**src/hw/sleep_wake_map.svh**
```systemverilog
// Constants for the sleep and wake signalling block
`ifndef SLEEP_WAKE_MAP_SVH
`define SLEEP_WAKE_MAP_SVH

`define CLK_FREQ_HZ       40000000
`define WAKE_PULSE_MS     1000
`define WAKE_PULSE_CYCLES ((`CLK_FREQ_HZ / 1000) * `WAKE_PULSE_MS)
`define FILTER_CYCLES     4
`define FILTER_W          3
`define PULSE_CNT_W       26

`endif

```
**src/hw/sleep_wake_pkg.sv**
```systemverilog
// Types for the sleep and wake signalling block
package sleep_wake_pkg;

  typedef enum logic [1:0] {
    ST_BOOT   = 2'b00,
    ST_AWAKE  = 2'b01,
    ST_ALLOW  = 2'b10
  } sleep_state_t;

  typedef struct packed {
    logic level;
    logic rise;
    logic fall;
  } edge_info_t;

endpackage

```
**src/hw/level_filter.sv**
```systemverilog
// Synchroniser, glitch filter and edge detector for the sleep-request level
`timescale 1ns/10ps
`default_nettype none
`include "sleep_wake_map.svh"

module level_filter
(
  // Clock and reset
  input  wire logic                     clock_i,
  input  wire logic                     reset_n_i,
  // Raw level
  input  wire logic                     level_i,
  // Filtered level and edges
  output var sleep_wake_pkg::edge_info_t info_o
);

  logic                     sync1_reg;
  logic                     sync2_reg;
  logic                     stable_reg;
  logic                     stable_next;
  logic [`FILTER_W-1:0]     cnt_reg;
  logic [`FILTER_W-1:0]     cnt_next;
  sleep_wake_pkg::edge_info_t info_reg;
  sleep_wake_pkg::edge_info_t info_next;

  // Filter: new level accepted after FILTER_CYCLES agreeing samples
  always_comb
  begin
    stable_next = stable_reg;
    cnt_next    = '0;
    if (sync2_reg != stable_reg)
    begin
      if (cnt_reg == `FILTER_W'(`FILTER_CYCLES - 1))
      begin
        stable_next = sync2_reg;
      end
      else
      begin
        cnt_next = cnt_reg + `FILTER_W'(1);
      end
    end
    info_next.level = stable_next;
    info_next.rise  = stable_next & ~stable_reg;
    info_next.fall  = ~stable_next & stable_reg;
  end

  // Registers; level resets high as the idle, awake value
  always_ff @(posedge clock_i)
  begin
    if (!reset_n_i)
    begin
      sync1_reg  <= 1'b1;
      sync2_reg  <= 1'b1;
      stable_reg <= 1'b1;
      cnt_reg    <= '0;
      info_reg   <= 3'b100;
    end
    else
    begin
      sync1_reg  <= level_i;
      sync2_reg  <= sync1_reg;
      stable_reg <= stable_next;
      cnt_reg    <= cnt_next;
      info_reg   <= info_next;
    end
  end

  assign info_o = info_reg;

endmodule // level_filter
`default_nettype wire

```
**src/hw/sleep_wake_signalling.sv**
```systemverilog
// Sleep permission and host wake pulse control
`timescale 1ns/10ps
`default_nettype none
`include "sleep_wake_map.svh"

module sleep_wake_signalling
(
  // Clock and reset
  input  wire logic     clock_i,
  input  wire logic     reset_n_i,
  // Power-up sequencing
  input  wire logic     power_up_done_i,
  // Host sleep request level
  input  wire logic     sleep_req_i,
  // Modem events
  input  wire logic     call_event_i,
  input  wire logic     msg_event_i,
  // Status and host wake
  output logic          sleep_allowed_o,
  output logic          host_wake_o
);

  sleep_wake_pkg::edge_info_t   req_info;
  sleep_wake_pkg::sleep_state_t state_reg;
  sleep_wake_pkg::sleep_state_t state_next;
  logic                         allowed_reg;
  logic                         allowed_next;
  logic [`PULSE_CNT_W-1:0]      pulse_cnt_reg;
  logic [`PULSE_CNT_W-1:0]      pulse_cnt_next;
  logic                         wake_reg;
  logic                         wake_next;
  logic                         event_hit;

  // Request input conditioning
  level_filter u_filter
  (
    .clock_i   (clock_i),
    .reset_n_i (reset_n_i),
    .level_i   (sleep_req_i),
    .info_o    (req_info)
  );

  // Sleep permission state machine
  always_comb
  begin
    state_next   = state_reg;
    allowed_next = allowed_reg;
    unique case (state_reg)
      sleep_wake_pkg::ST_BOOT:
      begin
        if (power_up_done_i)
        begin
          if (!req_info.level)
          begin
            state_next   = sleep_wake_pkg::ST_ALLOW;
            allowed_next = 1'b1;
          end
          else
          begin
            state_next   = sleep_wake_pkg::ST_AWAKE;
          end
        end
      end
      sleep_wake_pkg::ST_AWAKE:
      begin
        if (req_info.fall)
        begin
          state_next   = sleep_wake_pkg::ST_ALLOW;
          allowed_next = 1'b1;
        end
      end
      sleep_wake_pkg::ST_ALLOW:
      begin
        if (req_info.rise)
        begin
          state_next   = sleep_wake_pkg::ST_AWAKE;
          allowed_next = 1'b0;
        end
      end
      default:
      begin
        state_next   = sleep_wake_pkg::ST_BOOT;
        allowed_next = 1'b0;
      end
    endcase
  end

  // Sleep permission registers
  always_ff @(posedge clock_i)
  begin
    if (!reset_n_i)
    begin
      state_reg   <= sleep_wake_pkg::ST_BOOT;
      allowed_reg <= 1'b0;
    end
    else
    begin
      state_reg   <= state_next;
      allowed_reg <= allowed_next;
    end
  end

  // Wake pulse: load full count on any event, else count down
  always_comb
  begin
    event_hit      = call_event_i | msg_event_i;
    pulse_cnt_next = pulse_cnt_reg;
    wake_next      = wake_reg;
    if (event_hit)
    begin
      pulse_cnt_next = `PULSE_CNT_W'(`WAKE_PULSE_CYCLES - 1);
      wake_next      = 1'b1;
    end
    else if (pulse_cnt_reg != '0)
    begin
      pulse_cnt_next = pulse_cnt_reg - `PULSE_CNT_W'(1);
    end
    else
    begin
      wake_next      = 1'b0;
    end
  end

  // Wake pulse registers
  always_ff @(posedge clock_i)
  begin
    if (!reset_n_i)
    begin
      pulse_cnt_reg <= '0;
      wake_reg      <= 1'b0;
    end
    else
    begin
      pulse_cnt_reg <= pulse_cnt_next;
      wake_reg      <= wake_next;
    end
  end

  assign sleep_allowed_o = allowed_reg;
  assign host_wake_o     = wake_reg;

  // Checks
  property p_fall_allows;
    @(posedge clock_i) disable iff (!reset_n_i)
    (state_reg == sleep_wake_pkg::ST_AWAKE && req_info.fall) |=> sleep_allowed_o;
  endproperty
  a_fall_allows: assert property (p_fall_allows) else $error("fall did not allow sleep");

  property p_rise_exits;
    @(posedge clock_i) disable iff (!reset_n_i)
    (state_reg == sleep_wake_pkg::ST_ALLOW && req_info.rise) |=> !sleep_allowed_o;
  endproperty
  a_rise_exits: assert property (p_rise_exits) else $error("rise did not exit sleep");

  property p_boot_low;
    @(posedge clock_i) disable iff (!reset_n_i)
    (state_reg == sleep_wake_pkg::ST_BOOT && power_up_done_i && !req_info.level)
      |=> sleep_allowed_o;
  endproperty
  a_boot_low: assert property (p_boot_low) else $error("low at boot ignored");

  property p_boot_high;
    @(posedge clock_i) disable iff (!reset_n_i)
    (state_reg == sleep_wake_pkg::ST_BOOT && power_up_done_i && req_info.level)
      |=> !sleep_allowed_o;
  endproperty
  a_boot_high: assert property (p_boot_high) else $error("high at boot allowed sleep");

  property p_event_pulse;
    @(posedge clock_i) disable iff (!reset_n_i)
    event_hit |=> host_wake_o && pulse_cnt_reg == `PULSE_CNT_W'(`WAKE_PULSE_CYCLES - 1);
  endproperty
  a_event_pulse: assert property (p_event_pulse) else $error("event gave no pulse");

  property p_retrigger;
    @(posedge clock_i) disable iff (!reset_n_i)
    (host_wake_o && event_hit) |=> pulse_cnt_reg == `PULSE_CNT_W'(`WAKE_PULSE_CYCLES - 1);
  endproperty
  a_retrigger: assert property (p_retrigger) else $error("pulse not restarted");

  property p_low_idle;
    @(posedge clock_i) disable iff (!reset_n_i)
    (pulse_cnt_reg == '0 && !event_hit) |=> !host_wake_o;
  endproperty
  a_low_idle: assert property (p_low_idle) else $error("wake high with no event");

  property p_count_down;
    @(posedge clock_i) disable iff (!reset_n_i)
    (pulse_cnt_reg != '0 && !event_hit) |=> pulse_cnt_reg == $past(pulse_cnt_reg) - 1'b1;
  endproperty
  a_count_down: assert property (p_count_down) else $error("pulse count stuck");

  property p_boot_wait;
    @(posedge clock_i) disable iff (!reset_n_i)
    (state_reg == sleep_wake_pkg::ST_BOOT && !power_up_done_i) |=> !sleep_allowed_o;
  endproperty
  a_boot_wait: assert property (p_boot_wait) else $error("sleep allowed before power-up");

  property p_awake_hold;
    @(posedge clock_i) disable iff (!reset_n_i)
    (state_reg == sleep_wake_pkg::ST_AWAKE && !req_info.fall) |=> !sleep_allowed_o;
  endproperty
  a_awake_hold: assert property (p_awake_hold) else $error("sleep allowed with no fall");

  property p_allow_hold;
    @(posedge clock_i) disable iff (!reset_n_i)
    (state_reg == sleep_wake_pkg::ST_ALLOW && !req_info.rise) |=> sleep_allowed_o;
  endproperty
  a_allow_hold: assert property (p_allow_hold) else $error("sleep left with no rise");

  property p_wake_held;
    @(posedge clock_i) disable iff (!reset_n_i)
    (host_wake_o && pulse_cnt_reg != '0) |=> host_wake_o;
  endproperty
  a_wake_held: assert property (p_wake_held) else $error("wake pulse cut short");

  property p_wake_stays_low;
    @(posedge clock_i) disable iff (!reset_n_i)
    (!host_wake_o && !event_hit) |=> !host_wake_o;
  endproperty
  a_wake_stays_low: assert property (p_wake_stays_low) else $error("wake rose with no event");

endmodule // sleep_wake_signalling
`default_nettype wire

```
**config.mk**
```make
export PLATFORM = sky130hd
export DESIGN_NAME = sleep_wake_signalling
export DESIGN_NICKNAME = d
export VERILOG_FILES = /design/src/hw/sleep_wake_pkg.sv /design/src/hw/level_filter.sv /design/src/hw/sleep_wake_signalling.sv
export VERILOG_INCLUDE_DIRS = /design/src /design/src/hw
export SDC_FILE = /design/constraint.sdc
export NUM_CORES = 1
export LEC_CHECK = 0
export CORE_MARGIN = 3
export CORE_UTILIZATION = 45
export DETAILED_ROUTE_END_ITERATION = 8
export DONT_BUFFER_PORTS = 1
export PLACE_DENSITY = 0.71
export SYNTH_ARGS = -nofsm -noshare
export SYNTH_HDL_FRONTEND = slang
export SYNTH_SLANG_ARGS = --single-unit
export TNS_END_PERCENT = 10
```
**constraint.sdc**
```tcl
create_clock -name clock_i -period 2.51 [get_ports clock_i]
set_input_delay 0.3765 -clock clock_i [delete_from_list [all_inputs] [get_ports clock_i]]
set_output_delay 0.3765 -clock clock_i [all_outputs]
set_load 0.05 [all_outputs]
```
==> results by group <==
Hold path
  • Hold EP: u_filter.sync2_reg
  • Cell depth of the worst min-delay path: 1
  • Hold_sp: reset_n_i
  • Worst hold path class: primary input to flip-flop

Worst setup path
  • Crit Path Class: flip-flop to flip-flop
  • CP startpoint kind: flip-flop
  • Max incr delay on CP: about 0.6 ns
  • Reg2Reg Launch Point: pulse_cnt_reg[0]
  • Crit path arrival time: roughly 2.6 ns
  • Worst R2R Path Depth: 6
  • Critical Path Slowest Stage Cell: or4b_2
  • Worst R2R Setup Slack: 0.18 ns
  • Kind of cell adding the most delay to the critical path: simple AND/OR/NAND/NOR gates
  • Worst path required time: 2.74 ns
  • Critical path depth: 6
  • WP buf/inv: 1
  • Crit path cell chain: inv_1, ha_1, or4b_1, a31oi_1, or4b_2, a21oi_1
  • Reg-to-reg endpoint: pulse_cnt_reg[10]
  • Crit end category: flip-flop
  • Critical path peak fanout: 5

Die
  • Die Width: between 60 and 70 µm
  • Core area: about 3700 µm²
  • Die area: around 4700 µm²
  • Die H: between 60 and 70 µm
  • Num ports: 8
  • Row count: 22
  • Initial Util: a little under half

Logic synthesis
  • Register bit total from synthesis: 38
  • Post-synth EDFFs: 0
  • Ys flop type: dfxtp_1
  • Post-synthesis mux area share: 0.568%
  • Post-Synth Adder-Cell Area: under 10%
  • Largest family of logic cells by synthesized area: simple AND/OR/NAND/NOR gates
  • Syn_area_per_cell: 8.77 µm²
  • Synth area leaders: dfxtp_1 (43%), a21oi_1 (5.4%), nor2_1 (4.5%)
  • Share of flip-flops with an asynchronous set or reset: 0%
  • Compound-Gate Fraction of Synth Area: a little under a fifth
  • Synth area leader: dfxtp_1
  • Syn nets: 210
  • Top-area cell type share of the netlist area: between 40 and 50%
  • Sequential cell area fraction in the yosys report: a little over two fifths
  • Post-Synth Simple-Gate Area: about 28%
  • Cell area after technology mapping: between 1500 and 2000 µm²
  • Synth Instances: roughly 200
  • Cell variety after synth: 46
  • Yosys warns: 0
  • Xor/xnor cell area share of the yosys netlist: under 10%

Timing
  • Max-slew violations: 0
  • Hold Vio Cnt, Final: 0
  • Unrepaired setup endpoints after global routing: no
  • Tmin final: about 2.3 ns
  • Final Skew: about 0.0087 ns
  • Max transition margin: a little over three fifths
  • Final setup fails: 0
  • Fmax: between 0.4 and 0.5 GHz
  • Final period util: slightly above 90%
  • Sum Neg Setup Slack: 0 ns
  • Worst-Margin Slew: approximately 0.55 ns

Layout
  • Layout cell share with drive strength beyond 1: a little over a tenth
  • Nets: about 220
  • Register area: 761 µm²
  • Fin util: a little over half
  • Number of fill cells: 350
  • Max reg flops: 26
  • Multi-input gate area: between 900 and 1000 µm²
  • Non-filler instance count after layout: about 260
  • Ant. Diodes: 0
  • Area grow syn2layout: 9.72%
  • Fin area: between 1500 and 2000 µm²

GRT
  • Largest net degree at the start of global routing: 15
  • Total GRT Usage: 16.5%
  • Initial antenna violation count: 0
  • Overflow after GRT: 0
  • Vias in the first global route: approximately 1300
  • First-pass GRT wire length: around 5800 µm

Clocking
  • Post-CTS Resized: 0
  • Hold_buf cts: 0
  • Clock Sinks: 38
  • Clk slew on worst S/H paths: around 0.08 ns
  • CTS Buf Count: 5
  • H-Tree Depth: 2
  • CTS tree: built
  • Clk_lat worst skew: slightly below 0.3 ns
  • CTS Root Cell: clkbuf_8
  • Clk buf depth: 2
  • Post-CTS setup buffers: 0

Placement
  • Placed Instance Area: 1840 µm²
  • Placed Cells: 247
  • Buffers on Ports: 0
  • Hpwl dp: around 2500 µm
  • RePlAce Congestion: approximately 0.94

Flow run
  • Max Cap Viol: 0

Drt
  • DR pass1 iterations: 4
  • DRT Wirelength: 3540 µm
  • Vias per cell: ~5.7
  • Vias: about 1500
  • Iter 0 DRT Violations: about 120
  • Post-route DRC: 0
  • Wire per inst: 13.9 µm
  • Post-route ant nets: 0

Pwr
  • Power per Cell Area: 615 nW/µm²
  • Max IR drop VDD: between 0.0002 and 0.0003 V
  • Leak: a little under 0.7 nW

Status
  • Status: complete, no violations
## stage by stage
stage                     setup WS [ns]  total power [mW]  hold slack, ns
after floorplan                   0.363             0.743           0.386
after global placement            0.202             0.767           0.393
after detailed placement          0.153             0.769           0.392
after CTS                         0.124              1.21           0.149
after global routing             0.0277              1.24           0.151
final                             0.184              1.19           0.157
## layout by cell type, fill, tap and decap left out, types with 4 or more instances in the layout
cell and count:
o21ai_0 6, buf_4 7, a31oi_1 5, dfxtp_1 38
inv_1 7, nor4_1 5, or4_1 8, clkbuf_8 6
nor2_1 21, o31ai_1 4, xnor2_1 8, nand2_1 6
or3_1 6, a21oi_1 19, nor3_1 12
## metal layers
layer / GRT usage [%] / vias up / routed length (µm)
met5: 0 / - / 0
met4: 6.70 / 0 / 61
met3: 4.54 / 5 / 138
met2: 25.3 / 25 / 1590
met1: 21.9 / 669 / 1750
li1: - / 762 / -
## power breakdown
group          switching (mW)  leakage [nW]  internal (mW)
clock                   0.213        0.0472          0.221
sequential             0.0261         0.313          0.626
combinational          0.0594         0.326         0.0444
total                   0.299         0.686          0.891
## synthesized netlist by cell type (2+ instances only)
library cell   n
a211oi_1       2
a21boi_0       3
a21oi_1       19
a311oi_1       3
a31oi_1        5
and3_1         2
and4_1         2
buf_2          2
clkbuf_1       7
dfxtp_1       38
ha_1           3
inv_1          7
nand2_1        6
nand2b_1       2
nand3_1        3
nand3b_1       2
nand4_1        3
nor2_1        21
nor3_1        12
nor4_1         5
o21ai_0        6
o31ai_1        4
or2_2          2
or3_1          6
or4_1          8
xnor2_1        8
## layout make-up
class	instances	share of cell area, %
Tap cell	48	3.10
Clock inverter	2	0.647
Inverter	8	1.55
Multi-Input combinational cell	146	48.4
Sequential cell	38	39.3
Timing Repair Buffer	7	2.72
Clock buffer	6	4.27
## worst max path at each step
stage                                 start                end  slack (ns)
final                      pulse_cnt_reg[0]  pulse_cnt_reg[10]        0.18
after global routing      pulse_cnt_reg[15]  pulse_cnt_reg[22]        0.03
after CTS                 pulse_cnt_reg[15]  pulse_cnt_reg[22]        0.12
after detailed placement  pulse_cnt_reg[15]  pulse_cnt_reg[22]        0.15
after global placement    pulse_cnt_reg[15]  pulse_cnt_reg[22]        0.20
after floorplan            pulse_cnt_reg[0]  pulse_cnt_reg[10]        0.36
## cell families after synthesis
| logic type | after synthesis |
|---|---|
| flops | 38 |
| buf+inv | 17 |
| mux | 1 |
| fa+ha+maj | 3 |
| simple gates | 83 |
| compound gates | 51 |
| xor+xnor | 8 |
Power figures use the tool's default switching activity.
